**src/slvm_pkg.sv**
```systemverilog
// package of the supply low voltage monitor: offsets, field positions, resets, types
// assumes a 32-bit AHB-Lite register bus and a 25 MHz system clock
package slvm_pkg;

	// ----------------------------------------
	// register offsets (byte addresses)
	// ----------------------------------------
	localparam logic [7:0] SLVM_STATUS_OFS = 8'h00;
	localparam logic [7:0] SLVM_CONFIG_OFS = 8'h04;
	localparam logic [7:0] SLVM_EVT_OFS = 8'h08;
	localparam logic [7:0] SLVM_MASK_OFS = 8'h0C;

	// ----------------------------------------
	// status/control field positions
	// ----------------------------------------
	localparam int SLVM_OUT_BIT = 7;
	localparam int SLVM_IE_BIT = 3;
	localparam int SLVM_IF_BIT = 2;
	localparam int SLVM_ACK_BIT = 1;

	// ----------------------------------------
	// configuration field positions
	// ----------------------------------------
	localparam int SLVM_PWROFF_BIT = 0;
	localparam int SLVM_RSTOFF_BIT = 1;
	localparam int SLVM_STOPON_BIT = 2;
	localparam int SLVM_SEL_LSB = 4;

	// ----------------------------------------
	// event bits and reset values
	// ----------------------------------------
	localparam int SLVM_EVT_TOGGLE = 0;
	localparam int SLVM_EVT_RESET = 1;
	localparam int SLVM_NEVT = 2;
	localparam logic [7:0] SLVM_CONFIG_RST = 8'h03;
	localparam logic [1:0] SLVM_SEL_RST = 2'h0;
	localparam logic [1:0] SLVM_SEL_3V3 = 2'h1;
	localparam int SLVM_SYNC_STAGES = 3;

	typedef enum logic [1:0] {
		SLVM_LVL_5V0,
		SLVM_LVL_3V3
	} slvm_level_t;

	// comparator pair from the analog macro
	typedef struct packed {
		logic below_fall;
		logic above_rise;
	} slvm_cmp_t;

	// low-power mode status from the clock controller
	typedef struct packed {
		logic wait_mode;
		logic stop_mode;
	} slvm_pwr_t;

endpackage

```
**src/slvm_sync.sv**
```systemverilog
// three-stage synchroniser with agreement filter
// assumes asynchronous inputs; output changes once stages two and three agree
`timescale 1ns/100ps
module slvm_sync #(
	parameter int WIDTH = 2
) (
	// clock and reset
	input wire logic clk,
	input wire logic rst_n,
	// data
	input wire logic [WIDTH-1:0] d_async,
	output logic [WIDTH-1:0] q
);
	import slvm_pkg::*;

	logic [WIDTH-1:0] s1_r;
	logic [WIDTH-1:0] s2_r;
	logic [WIDTH-1:0] s3_r;

	always_ff @(posedge clk or negedge rst_n) begin
		if (!rst_n) begin
			s1_r <= '0;
			s2_r <= '0;
			s3_r <= '0;
		end else begin
			s1_r <= d_async;
			s2_r <= s1_r;
			s3_r <= s2_r;
		end
	end

	genvar i;
	generate
		for (i = 0; i < WIDTH; i++) begin : g_agree
			always_ff @(posedge clk or negedge rst_n) begin
				if (!rst_n) begin
					q[i] <= 1'b0;
				end else if (s2_r[i] == s3_r[i]) begin
					q[i] <= s3_r[i];
				end
			end
		end
	endgenerate
endmodule

```
**src/slvm_ahb.sv**
```systemverilog
// AHB-Lite slave front end: registers the address phase, answers OKAY with no wait
// assumes single word transfers; unmapped addresses read zero and ignore writes
`timescale 1ns/100ps
module slvm_ahb (
	// clock and reset
	input wire logic clk,
	input wire logic rst_n,
	// bus
	input wire logic hsel,
	input wire logic [31:0] haddr,
	input wire logic [1:0] htrans,
	input wire logic hwrite,
	input wire logic [2:0] hsize,
	input wire logic hready,
	output logic hreadyout,
	output logic hresp,
	// register side
	output logic wr_en,
	output logic rd_en,
	output logic [7:0] addr
);
	import slvm_pkg::*;

	logic act_r;
	logic wr_r;
	logic [7:0] addr_r;
	logic take;

	assign take = hsel && hready && htrans[1] && (hsize == 3'h2);

	always_ff @(posedge clk or negedge rst_n) begin
		if (!rst_n) begin
			act_r <= 1'b0;
			wr_r <= 1'b0;
			addr_r <= 8'h00;
		end else begin
			act_r <= take;
			wr_r <= take && hwrite;
			if (take) begin
				addr_r <= haddr[7:0];
			end
		end
	end

	assign hreadyout = 1'b1;
	assign hresp = 1'b0;
	assign wr_en = act_r && wr_r;
	assign rd_en = take && !hwrite;
	assign addr = addr_r;
endmodule

```
**src/slvm_top.sv**
```systemverilog
// supply low voltage monitor: indicator with hysteresis, toggle interrupt, forced reset
// assumes an analog comparator pair and a system reset controller outside
`timescale 1ns/100ps

module slvm_top (
	// clock and reset
	input wire logic clk,
	input wire logic arst_n,
	// AHB-Lite slave
	input wire logic hsel,
	input wire logic [31:0] haddr,
	input wire logic [1:0] htrans,
	input wire logic hwrite,
	input wire logic [2:0] hsize,
	input wire logic hready,
	input wire logic [31:0] hwdata,
	output logic hreadyout,
	output logic hresp,
	output logic [31:0] hrdata,
	// analog comparator and power mode
	input wire slvm_pkg::slvm_cmp_t cmp_async,
	input wire slvm_pkg::slvm_pwr_t pwr,
	output logic monitor_enable,
	output logic [1:0] trip_level_select,
	// system side
	output logic lowv_irq,
	output logic event_irq,
	output logic sys_reset_req,
	output logic wake_req,
	output logic reset_pin_n_o,
	output logic reset_pin_oe_n
);
	import slvm_pkg::*;

	// ----------------------------------------
	// reset release
	// ----------------------------------------
	logic [1:0] rst_sync_r;
	logic rst_n;

	always_ff @(posedge clk or negedge arst_n) begin
		if (!arst_n) begin
			rst_sync_r <= 2'b00;
		end else begin
			rst_sync_r <= {rst_sync_r[0], 1'b1};
		end
	end
	assign rst_n = rst_sync_r[1];

	// ----------------------------------------
	// bus front end
	// ----------------------------------------
	logic wr_en;
	logic rd_en;
	logic [7:0] addr;

	slvm_ahb slvm_ahb_i (
		.clk(clk),
		.rst_n(rst_n),
		.hsel(hsel),
		.haddr(haddr),
		.htrans(htrans),
		.hwrite(hwrite),
		.hsize(hsize),
		.hready(hready),
		.hreadyout(hreadyout),
		.hresp(hresp),
		.wr_en(wr_en),
		.rd_en(rd_en),
		.addr(addr)
	);

	function automatic logic hit(input logic en, input logic [7:0] a, input logic [7:0] ofs);
		hit = en && (a == ofs);
	endfunction

	// ----------------------------------------
	// register decode
	// ----------------------------------------
	logic wr_status;
	logic wr_config;
	logic wr_evt;
	logic wr_mask;
	logic rd_status;
	logic rd_config;
	logic rd_evt;
	logic rd_mask;

	// writes use the registered address phase, reads the live one
	assign wr_status = hit(wr_en, addr, SLVM_STATUS_OFS);
	assign wr_config = hit(wr_en, addr, SLVM_CONFIG_OFS);
	assign wr_evt = hit(wr_en, addr, SLVM_EVT_OFS);
	assign wr_mask = hit(wr_en, addr, SLVM_MASK_OFS);
	assign rd_status = hit(rd_en, haddr[7:0], SLVM_STATUS_OFS);
	assign rd_config = hit(rd_en, haddr[7:0], SLVM_CONFIG_OFS);
	assign rd_evt = hit(rd_en, haddr[7:0], SLVM_EVT_OFS);
	assign rd_mask = hit(rd_en, haddr[7:0], SLVM_MASK_OFS);

	// ----------------------------------------
	// comparator synchroniser
	// ----------------------------------------
	logic [1:0] cmp_s;
	slvm_cmp_t cmp;

	slvm_sync #(
		.WIDTH(2)
	) slvm_sync_i (
		.clk(clk),
		.rst_n(rst_n),
		.d_async(cmp_async),
		.q(cmp_s)
	);
	assign cmp = slvm_cmp_t'(cmp_s);

	// ----------------------------------------
	// configuration
	// ----------------------------------------
	logic pwr_off_r;
	logic rst_off_r;
	logic stop_on_r;
	logic [1:0] sel_r;

	always_ff @(posedge clk or negedge rst_n) begin
		if (!rst_n) begin
			pwr_off_r <= SLVM_CONFIG_RST[SLVM_PWROFF_BIT];
			rst_off_r <= SLVM_CONFIG_RST[SLVM_RSTOFF_BIT];
			stop_on_r <= SLVM_CONFIG_RST[SLVM_STOPON_BIT];
			sel_r <= SLVM_SEL_RST;
		end else if (wr_config) begin
			pwr_off_r <= hwdata[SLVM_PWROFF_BIT];
			rst_off_r <= hwdata[SLVM_RSTOFF_BIT];
			stop_on_r <= hwdata[SLVM_STOPON_BIT];
			sel_r <= hwdata[SLVM_SEL_LSB +: 2];
		end
	end

	// ----------------------------------------
	// active gating by mode
	// ----------------------------------------
	logic active;
	logic rst_gen;

	// wait keeps it running, stop only with keep-on
	assign active = !pwr_off_r && (!pwr.stop_mode || stop_on_r);
	assign rst_gen = active && !rst_off_r;
	assign monitor_enable = active;
	assign trip_level_select = sel_r;

	// ----------------------------------------
	// below-trip indicator
	// ----------------------------------------
	logic out_r;
	logic out_nxt;

	always_comb begin
		out_nxt = out_r;
		if (active) begin
			if (cmp.below_fall) begin
				out_nxt = 1'b1;
			end else if (cmp.above_rise) begin
				out_nxt = 1'b0;
			end
		end
	end

	always_ff @(posedge clk or negedge rst_n) begin
		if (!rst_n) begin
			out_r <= 1'b0;
		end else begin
			out_r <= out_nxt;
		end
	end

	// ----------------------------------------
	// forced low supply reset
	// ----------------------------------------
	logic hold_r;

	always_ff @(posedge clk or negedge rst_n) begin
		if (!rst_n) begin
			hold_r <= 1'b0;
		end else if (rst_gen && cmp.below_fall) begin
			hold_r <= 1'b1;
		end else if (cmp.above_rise) begin
			hold_r <= 1'b0;
		end
	end
	// hold survives the system reset it causes; above_rise or reset clears it
	assign sys_reset_req = hold_r;
	assign reset_pin_n_o = 1'b0;
	assign reset_pin_oe_n = !hold_r;

	// ----------------------------------------
	// toggle flag, enable and ack
	// ----------------------------------------
	logic if_r;
	logic ie_r;
	logic toggle;
	logic ack;

	assign toggle = (out_nxt != out_r) && rst_off_r;
	assign ack = wr_status && hwdata[SLVM_ACK_BIT];

	always_ff @(posedge clk or negedge rst_n) begin
		if (!rst_n) begin
			if_r <= 1'b0;
		end else if (toggle) begin
			if_r <= 1'b1;
		end else if (ack) begin
			if_r <= 1'b0;
		end
	end

	always_ff @(posedge clk or negedge rst_n) begin
		if (!rst_n) begin
			ie_r <= 1'b0;
		end else if (hold_r && !rst_off_r) begin
			ie_r <= 1'b0;
		end else if (wr_status) begin
			ie_r <= hwdata[SLVM_IE_BIT];
		end
	end

	assign lowv_irq = if_r && ie_r && rst_off_r;
	assign wake_req = (lowv_irq || hold_r) && active;

	// ----------------------------------------
	// event status and mask
	// ----------------------------------------
	logic [SLVM_NEVT-1:0] evt_r;
	logic [SLVM_NEVT-1:0] mask_r;
	logic [SLVM_NEVT-1:0] evt_set;
	logic hold_d_r;

	always_ff @(posedge clk or negedge rst_n) begin
		if (!rst_n) begin
			hold_d_r <= 1'b0;
		end else begin
			hold_d_r <= hold_r;
		end
	end

	always_comb begin
		evt_set = '0;
		evt_set[SLVM_EVT_TOGGLE] = toggle;
		evt_set[SLVM_EVT_RESET] = hold_r && !hold_d_r;
	end

	genvar e;
	generate
		for (e = 0; e < SLVM_NEVT; e++) begin : g_evt
			always_ff @(posedge clk or negedge rst_n) begin
				if (!rst_n) begin
					evt_r[e] <= 1'b0;
				end else if (evt_set[e]) begin
					evt_r[e] <= 1'b1;
				end else if (wr_evt && hwdata[e]) begin
					evt_r[e] <= 1'b0;
				end
			end
		end
	endgenerate

	always_ff @(posedge clk or negedge rst_n) begin
		if (!rst_n) begin
			mask_r <= '0;
		end else if (wr_mask) begin
			mask_r <= hwdata[SLVM_NEVT-1:0];
		end
	end

	assign event_irq = |(evt_r & mask_r);

	// ----------------------------------------
	// read data
	// ----------------------------------------
	logic [31:0] rd_nxt;

	always_comb begin
		rd_nxt = 32'h0000_0000;
		if (rd_status) begin
			rd_nxt[SLVM_OUT_BIT] = out_r;
			rd_nxt[SLVM_IE_BIT] = ie_r;
			rd_nxt[SLVM_IF_BIT] = if_r; // ack bit stays zero
		end else if (rd_config) begin
			rd_nxt[SLVM_PWROFF_BIT] = pwr_off_r;
			rd_nxt[SLVM_RSTOFF_BIT] = rst_off_r;
			rd_nxt[SLVM_STOPON_BIT] = stop_on_r;
			rd_nxt[SLVM_SEL_LSB +: 2] = sel_r;
		end else if (rd_evt) begin
			rd_nxt[SLVM_NEVT-1:0] = evt_r;
		end else if (rd_mask) begin
			rd_nxt[SLVM_NEVT-1:0] = mask_r;
		end
	end

	always_ff @(posedge clk or negedge rst_n) begin
		if (!rst_n) begin
			hrdata <= 32'h0000_0000;
		end else if (rd_en) begin
			hrdata <= rd_nxt;
		end
	end
endmodule

```
**config.mk**
```make
export PLATFORM = sky130hd
export DESIGN_NAME = slvm_top
export DESIGN_NICKNAME = d
export VERILOG_FILES = /design/src/slvm_pkg.sv /design/src/slvm_sync.sv /design/src/slvm_ahb.sv /design/src/slvm_top.sv
export SDC_FILE = /design/constraint.sdc
export NUM_CORES = 1
export LEC_CHECK = 0
export BUFFER_PORTS_ARGS = -buffer_cell sky130_fd_sc_hd__buf_2
export CAP_MARGIN = 5
export CELL_PAD_IN_SITES_DETAIL_PLACEMENT = 1
export CELL_PAD_IN_SITES_GLOBAL_PLACEMENT = 2
export CORE_ASPECT_RATIO = 0.75
export CORE_MARGIN = 10
export CORE_UTILIZATION = 23
export CTS_BUF_LIST = sky130_fd_sc_hd__clkbuf_8
export CTS_CLUSTER_SIZE = 10
export DETAILED_ROUTE_END_ITERATION = 10
export PLACE_DENSITY = 0.8
export SYNTH_ARGS = -nofsm -noshare
export SYNTH_HDL_FRONTEND = slang
export SYNTH_HIERARCHICAL = 1
export SYNTH_SLANG_ARGS = --single-unit
```
**constraint.sdc**
```tcl
create_clock -name clk -period 1.3 [get_ports clk]
set_input_delay 0.13 -clock clk [delete_from_list [all_inputs] [get_ports clk]]
set_output_delay 0.13 -clock clk [all_outputs]
set_load 0.1 [all_outputs]
```
* Word-level counts from Yosys, hierarchy flattened
Cells that the tools add are included.
Widths: inputs -> output; s select.
** Operators by class
- Eq/ne operators :: 10
- Multiplexer cells :: 23
- Bitwise gates (word level) :: 1
- Reductions and logical operators :: 42
** Operators by type and width (number)
- $eq 8x4->1 const B :: 4
- $logic_and 1x1->1 :: 26
- $mux 1 :: 17
- $eq 8x3->1 const B :: 2
- $logic_not 8->1 :: 2
- $mux 2 :: 6
- $reduce_bool 2->1 :: 5
- $logic_not 1->1 :: 6
- $eq 3x2->1 const B :: 1
- $and 2x2->2 :: 1
- $eq 1x1->1 :: 2
- $logic_or 1x1->1 :: 2
- $reduce_or 2->1 :: 1
- $ne 1x1->1 :: 1
** Storage, ports and cells
- Bits in registers :: 41
- Input port bits :: 78
- Output and inout port bits :: 43
- Word-level logic and storage cells :: 98

* Logic depth before layout (Yosys ltp)
Gate-level depths: netlist of run 1.
- Word-level depth :: 9
- Gate-level depth with buffers :: 7
- Gate-level depth less buffers :: 5

* Cells and area by module
The synthesis of run 1 kept the hierarchy.
** By module, submodules not included
- slvm_top :: instances 1, cells an instance 117, area an instance 1267.5 µm², sequential area each 578.1 µm²
- slvm_ahb :: instances 1, cells an instance 28, area an instance 410.4 µm², sequential area each 250.2 µm²
- slvm_sync :: instances 1, cells an instance 10, area an instance 222.7 µm², sequential area each 200.2 µm²

* Least setup slack after synthesis of run 1
No wires, ideal clock.
- Kind :: flip-flop to output port
- Start point :: reg rst_off_r
- End point :: out wake_req
- Arrival time :: 2164 ps
- Required time :: 1170 ps
- Path slack :: -994 ps
- Stages on the path, launching flop included :: 3
- Path buffers :: 0
- Cell sequence :: dfstp_2 -> and3_1 -> o21a_1
** On the way
- Word-level cells in the longest chain between the ends :: 3
** Ends and longest elaborated chain
- start: declaration :: line slvm_top.sv:119 : logic rst_off_r;
- start signal: assignment :: line slvm_top.sv:126 : rst_off_r <= SLVM_CONFIG_RST[SLVM_RSTOFF_BIT];
- start signal: assignment :: line slvm_top.sv:131 : rst_off_r <= hwdata[SLVM_RSTOFF_BIT];
- $logic_and 1x1->1 :: line slvm_top.sv:224 : assign lowv_irq = if_r && ie_r && rst_off_r;
- via lowv_irq :: line slvm_top.sv:26 : output logic lowv_irq,
- $logic_or 1x1->1 :: line slvm_top.sv:225 : assign wake_req = (lowv_irq || hold_r) && active;
- $logic_and 1x1->1 :: line slvm_top.sv:225
- end: declaration :: line slvm_top.sv:29 : output logic wake_req,
The timed path passes the listed nets, and every way through them passes these cells.

* Worst setup path after layout of run 1
- Start point :: reg rst_off_r
- End point :: out wake_req
** On the way
- Word-level cells in the longest chain between the ends :: 3
** Ends and longest elaborated chain (line)
- $logic_and 1x1->1 :: slvm_top.sv:224
- $logic_or 1x1->1 :: slvm_top.sv:225
- $logic_and 1x1->1 :: slvm_top.sv:225
No other way between the ends.

==> results of run 1 <==
-- worst max-delay path, delay by kind of cell (launching register included) --
family / cells / cell delay, ps
DFF: 1 / 550
AOI/OAI and AO/OA: 1 / 130
buffers and inverters: 1 / 160
and+or+nand+nor: 1 / 190
-- report_power, final --
part / switching (mW) / total, mW / internal, mW
clock: 0.469 / 0.840 / 0.371
sequential: 0.130 / 1.55 / 1.42
combinational: 0.994 / 1.31 / 0.316
total: 1.59 / 3.70 / 2.11
-- worst max path at each step --
stage	start	to	slack, ps	cells past startpoint
2_1_floorplan	sys_reset_req	sys_reset_req	-240	2
3_3_place_gp	hsize[0]	hrdata[5]	-160	7
3_5_place_dp	slvm_ahb_i/addr[1]	trip_level_select[0]	-190	3
4_1_cts	rst_off_r	wake_req	-170	3
5_1_grt	slvm_ahb_i/addr[4]	stop_on_r	-200	4
6_report	rst_off_r	wake_req	-160	3
-- registers in the layout, indices dropped and copies added (netlist names), 2 cells and up --
register and count:
slvm_sync_i/s3_r 2, mask_r 2, evt_r 2, slvm_ahb_i/addr 8
slvm_sync_i/s1_r 2, hrdata 7, rst_sync_r 2, trip_level_select 2
slvm_sync_i/s2_r 2, slvm_sync_i/q 2
-- layout make-up --
class | count | area share (%)
Multi-Input combinational cell | 96 | 28.8
Sequential cell | 41 | 41.0
Inverter | 12 | 1.94
Clock inverter | 3 | 0.697
Timing Repair Buffer | 62 | 19.6
Tap cell | 105 | 5.22
Clock buffer | 5 | 2.74
-- repair_timing --
item	in CTS	in global routing
endpoints found under the setup margin	15	20
cloned	0	0
pin swaps	5	1
gates resized for setup	3	5
hold buffers	3	0
setup buffers	7	3
hold endpoints to repair	4	0
-- layer usage --
metal	track usage, %	share of wire (%)
met1	9.92	46
met2	12.2	48
met3	2.62	4.8
met4	2.39	1.1
met5	0	0
-- stage by stage --
step	total power [mW]	hold slack [ps]	setup TNS [ps]	area, um^2
2_1_floorplan	2.61	-166	-1750	2030
3_3_place_gp	2.80	-84.1	-2240	2300
3_5_place_dp	2.83	-83.3	-2810	2300
4_1_cts	3.71	47.3	-1270	2480
5_1_grt	3.88	52.3	-2130	2510
6_report	3.70	55.5	-1320	2510
-- cells by family (layout without fill, tap and decap cells) --
| family | count (synthesis) | after routing |
|---|---|---|
| AO/OA/AOI/OAI | 19 | 19 |
| AND/OR/NAND/NOR | 26 | 26 |
| other | 4 | 29 |
| multiplexers | 20 | 20 |
| buffers and inverters | 43 | 82 |
| flip-flops | 41 | 41 |
| adder cells (fa/ha/maj) | 2 | 2 |
-- placed cells by master, fill, tap and decap left out, drive strengths merged, types with 2 or more instances in the layout --
cell and instances:
nor2b 2, mux2i 3, and3 2, dlygate4sd3 3, dfrtp 39, and2 2, dfstp 2, buf 55
clkinv 2, clkinvlp 2, nand4b 3, o21a 2, maj3 2, nor4 2, clkbuf 9, nand4 3
inv 11, a22oi 2, a32o 2, nand2 5, mux2 17, o22ai 6, o32ai 2, conb 29
==> summary.md, run 1 <==
| Metric | Value |
|---|---|
| Status | `finished with violations` |
| Async set or reset register ratio after synthesis | `100%` |
| Die H | `98.7 um` |
| HP Start | `hwdata[2]` |
| Std-Cell Rows | `28` |
| P per Cell Area | `1470 nW/um^2` |
| TritonCTS clock tree | `built` |
| Slew Viols, Final | `0` |
| Fin crit period | `1460 ps` |
| Gpl congestion | `0.720` |
| Setup crit end kind | `primary output` |
| Synthesis-stage register bit count | `41` |
| Top cells by count, synth | `39 x dfrtp_1, 28 x buf_4, 17 x mux2_2, 12 x inv_1, 6 x o22ai_1` |
| Crit Path Max Fanout | `2` |
| Final setup viols | `13` |
| Routed Wire Length | `4930 um` |
| Dominant synthesized flop cell | `dfrtp_1` |
| All-layer global routing usage | `7.78%` |
| Synth Area in XOR/XNOR | `0%` |
| Grt total ovfl | `0` |
| Initial antenna violation count | `0` |
| Worst-path cell chain | `and3_4, o21a_4, buf_12` |
| Post-Layout Cell Count | `324` |
| Post-synthesis cell type count | `37` |
| Clock buffer depth | `2` |
| Final Hold Vio Count | `0` |
| Register area | `1030 um^2` |
| Post-synth EDFFs | `0` |
| Hold Path Depth | `2` |
| Max Clock Freq | `683 MHz` |
| Area of the multi-input gates | `723 um^2` |
| Post-DP HPWL | `3820 um` |
| Count leader, synth | `dfrtp_1` |
| Simple-Gate Fraction of Synth Area | `10.2%` |
| Post-Syn Instances | `155` |
| Sink Count | `41` |
| Mux contribution to synthesized area | `11.7%` |
| Count of boundary I/O pins | `121` |
| Placed cell count | `303` |
| PortBufs | `40` |
| Unrepaired setup endpoints after global routing | `true` |
| Worst EP arrival | `1330 ps` |
| Largest net degree at the start of global routing | `40` |
| Via count | `1288` |
| Share of cells above drive strength 1 | `45.2%` |
| R2r setup slk | `-140 ps` |
| Max capacitance violation total | `0` |
| RR Endpoint | `stop_on_r` |
| FILL cells | `888` |
| Synth Area in Adders | `1.18%` |
| Detailed router's first-iteration violation count | `52` |
| First-pass GRT wire length | `7830 um` |
| Final Util | `31.6%` |
| WS Path Type | `reg -> out` |
| Hold EP | `stop_on_r` |
| Final setup margin | `-163 ps` |
| Top cells by area, synth | `dfrtp_1 51%, buf_4 11%, mux2_2 10%, dfstp_2 2.8%, inv_1 2.4%` |
| Vias in the first global route | `1463` |
| Synth Area per Inst | `12.3 um^2` |
| Area added between synthesis and finish | `32.3%` |
| IR drop worst, VDD | `0.000517 V` |
| Main combinational cell family by area after synthesis | `buffers and inverters` |
| Fin crit share | `113%` |
| Crit path largest cell delay | `550 ps` |
| Core area | `7950 um^2` |
| Pre-CTS setup slack | `-192 ps` |
| Worst hold path class | `in -> reg` |
| Leak | `1.22 nW` |
| Register area share after synthesis | `54.1%` |
| Synthesized cell area | `1900 um^2` |
| Failing checks | `negative setup slack` |
| Layout Skew | `8.42 ps` |
| Antenna fix cells | `0` |
| Root Driver | `clkbuf_8` |
| Worst-path clk slew | `80 ps` |
| # nets final | `296` |
| Synth Area in Compound Gates | `7.64%` |
| Largest area contributor in the netlist | `dfrtp_1` |
| Htree depth | `2` |
| Initial Util | `23.9%` |
| CTS buffer count | `5` |
| Cells on worst reg2reg path | `4` |
| Share of the synthesized area in the top cell type | `51.3%` |
| CP required | `1170 ps` |
| WL/cell | `15.2 um` |
| 1st-pass router iterations | `4` |
| Die ar. | `12300 um^2` |
| Ys Warns | `6` |
| Post-route antenna net violation count | `0` |
| Via density per instance | `3.98` |
| DR DRC count | `0` |
| Die width | `125 um` |
| Worst-skew pair later-pin latency | `300 ps` |
| Setup crit start kind | `flip-flop` |
| Slowest cell on the critical path | `dfstp_2` |
| Worst r2r src | `slvm_ahb_i/addr[4]` |
No activity file was read; power rests on OpenSTA's default activity.
==> inputs of run 2 (changes only) <==
--- a/config.mk
+++ b/config.mk
@@ -7,2 +7,3 @@
 export LEC_CHECK = 0
+export ABC_AREA = 1
 export BUFFER_PORTS_ARGS = -buffer_cell sky130_fd_sc_hd__buf_2
@@ -13,3 +14,3 @@
 export CORE_MARGIN = 10
-export CORE_UTILIZATION = 23
+export CORE_UTILIZATION = 21
 export CTS_BUF_LIST = sky130_fd_sc_hd__clkbuf_8
@@ -17,3 +18,3 @@
 export DETAILED_ROUTE_END_ITERATION = 10
-export PLACE_DENSITY = 0.8
+export PLACE_DENSITY = 0.77
 export SYNTH_ARGS = -nofsm -noshare
==> constraint.sdc (replaced) <==
create_clock -name clk -period 1.3 [get_ports clk]
set_input_delay 0.065 -clock clk [delete_from_list [all_inputs] [get_ports clk]]
set_output_delay 0.065 -clock clk [all_outputs]
set_load 0.1 [all_outputs]
==> run 2 against run 1 <==
Net effect: the run still ends with negative setup slack left; hold slack got worse by 35 ps; clock power increased by 29%; critical path depth increased by 1; fmax increased by 4.8%; combinational power decreased by 45%; sequential share of layout area decreased by 1.6 points; critical endpoint unchanged; synthesized cell count increased by 46%; flip-flop and latch count unchanged.
==> summary.md, run 2 <==
| Metric | Value |
|---|---|
| Int Pwr | `2.10 mW` |
| Initial antenna violation count | `0` |
| Global-route track usage on met3 | `2.82%` |
| Detailed router's first-iteration violation count | `46` |
| Via density per instance | `3.82` |
| Failing checks | `negative setup slack` |
| Sink Count | `41` |
| Worst hold path class | `in -> reg` |
| Leak | `1.37 nW` |
| Final setup viols | `2` |
| Slew Viols, Final | `0` |
| 1st-pass router iterations | `4` |
| Root Driver | `clkbuf_8` |
| Unrepaired setup endpoints after global routing | `true` |
| Std-Cell Rows | `30` |
| Layout Skew | `10.7 ps` |
| Pre-CTS setup slack | `18.4 ps` |
| Post-synth EDFFs | `0` |
| Post-synthesis cell type count | `26` |
| Die ar. | `14000 um^2` |
| Clock buffer depth | `2` |
| Vias in the first global route | `1714` |
| Gpl congestion | `0.755` |
| P per Cell Area | `1230 nW/um^2` |
| Largest register FFs | `8` |
| Met2 usage | `12.9%` |
| Commonest cells after routing, fill and taps aside | `52 x nand2_1, 38 x dfrtp_1, 34 x buf_2, 29 x conb_1, 24 x nand3_1` |
| DR DRC count | `0` |
| Initial Util | `21.9%` |
| Largest area contributor in the netlist | `dfrtp_1` |
| Share of cells above drive strength 1 | `31.0%` |
| Count leader, synth | `nand2_1` |
| Final Util | `28.4%` |
| Die H | `105 um` |
| R2r setup slk | `120 ps` |
| TritonCTS clock tree | `built` |
| P_sw | `1.11 mW` |
| Final Hold Vio Count | `0` |
| Mux contribution to synthesized area | `0%` |
| Fin crit period | `1400 ps` |
| PortBufs | `40` |
| Count of boundary I/O pins | `121` |
| Status | `finished with violations` |
| CTS buffer count | `5` |
| Crit Path Max Fanout | `3` |
| Setup crit end kind | `primary output` |
| Htree depth | `2` |
| # nets final | `361` |
| Worst-path clk slew | `90 ps` |
| Ys Warns | `6` |
| Most common cell after layout, fill and taps aside | `nand2_1` |
| Share of the synthesized area in the top cell type | `48.4%` |
| Simple-Gate Fraction of Synth Area | `28.4%` |
| Dominant synthesized flop cell | `dfrtp_1` |
| Logic gate share of total power | `22.6%` |
| Max Clock Freq | `716 MHz` |
| Synth Area per Inst | `8.87 um^2` |
| GR Util met1 | `9.55%` |
| Seq pwr share | `43.9%` |
| Switching share of power | `34.6%` |
| Antenna fix cells | `0` |
| Synth Area in Compound Gates | `4.91%` |
| Most used routing layer | `met2` |
| Clock group share of total power | `33.6%` |
| Grt total ovfl | `0` |
| WS Path Type | `reg -> out` |
| IR drop worst, VDD | `0.000391 V` |
| Post-Syn Instances | `227` |
| Register area share after synthesis | `51.1%` |
| Post-route antenna net violation count | `0` |
| Area added between synthesis and finish | `29.8%` |
| Max capacitance violation total | `0` |
| Synthesized cell area | `2010 um^2` |
| Top cells by count, synth | `54 x nand2_1, 39 x dfrtp_1, 28 x buf_4, 25 x nand3_1, 18 x inv_1` |
| Async set or reset register ratio after synthesis | `100%` |
| Synth Area in Adders | `0%` |
| First-pass GRT wire length | `8950 um` |
| Worst-skew pair later-pin latency | `290 ps` |
| Setup crit start kind | `flip-flop` |
| Final setup margin | `-96.2 ps` |
| Synthesis-stage register bit count | `41` |
| Total power | `3.21 mW` |
| Core area | `9200 um^2` |
| Largest net degree at the start of global routing | `40` |
| WL/cell | `13.4 um` |
| Fin crit share | `107%` |
| Synth Area in XOR/XNOR | `0%` |
| All-layer global routing usage | `7.78%` |
| Die width | `133 um` |
| Post-DP HPWL | `4510 um` |
| Routed Wire Length | `5530 um` |
| CP required | `1240 ps` |
| Main combinational cell family by area after synthesis | `simple AND/OR/NAND/NOR gates` |
| Top cells by area, synth | `dfrtp_1 48%, buf_4 10%, nand2_1 10%, nand3_1 6.2%, inv_1 3.4%` |
| Via count | `1572` |
| Worst EP arrival | `1330 ps` |
run 2: what timing repair did:
action | in CTS | in global routing
hold buffers | 3 | 0
endpoints found under the hold margin | 4 | 0
gates resized for setup | 1 | 6
pin swaps | 0 | 2
endpoints found under the setup margin | 2 | 6
buffers inserted | 1 | 1
run 2: worst paths after layout:
kind                                         start                 end  cells past startpoint
worst min-delay path                      haddr[5]  slvm_ahb_i/addr[5]                      3
max in group asynchronous            rst_sync_r[1]           rst_off_r                      1
worst max register to register  slvm_ahb_i/addr[5]           mask_r[1]                      6
min in group asynchronous                   arst_n       rst_sync_r[0]                      2
worst max-delay path                          if_r            wake_req                      4
worst min register to register       rst_sync_r[1]    slvm_sync_i/q[0]                      1
run 2: cell families (layout without fill, tap and decap cells):
logic type | after synthesis | after routing
flip-flops | 41 | 41
buffers and inverters | 50 | 82
AND/OR/NAND/NOR | 116 | 116
AO/OA/AOI/OAI | 16 | 16
other | 4 | 29
run 2: critical path, cell delays in order, from the launching register on:
cell        delay (ps)
dfrtp_1            450
nand3_4            130
clkinvlp_4          90
o21a_2             210
buf_12             160
run 2: per-layer routing:
layer	share of wire, %	vias to the layer above
li1	-	766
met1	45	778
met2	51	26
met3	4.2	2
met4	0.16	0
met5	0	-
run 2: power by group through the flow:
stage	registers, mW	clock network [mW]	logic, mW
2_1_floorplan	1.46	0	0.597
3_3_place_gp	1.43	0	0.688
3_5_place_dp	1.43	0	0.701
4_1_cts	1.41	1.11	0.712
5_1_grt	1.42	1.15	0.773
6_report	1.41	1.08	0.726
run 2: cell type report:
type	instances	area, um^2
Fill cell	1096	6580
Tap cell	128	160
Sequential cell	41	1030
Inverter	21	86.3
Clock buffer	6	82.6
Timing Repair Buffer	53	408
Clock inverter	2	33.8
Multi-Input combinational cell	161	811
run 2: stage by stage:
step / TNS, ps / cells / hold slack [ps] / area (um^2)
after floorplan: -1720 / 252 / -231 / 2120
after detailed placement: 0 / 399 / -149 / 2420
final: -153 / 412 / 20.5 / 2610
after CTS: -198 / 411 / 12.3 / 2580
after global routing: -264 / 412 / 17.0 / 2610
after global placement: 0 / 399 / -150 / 2420
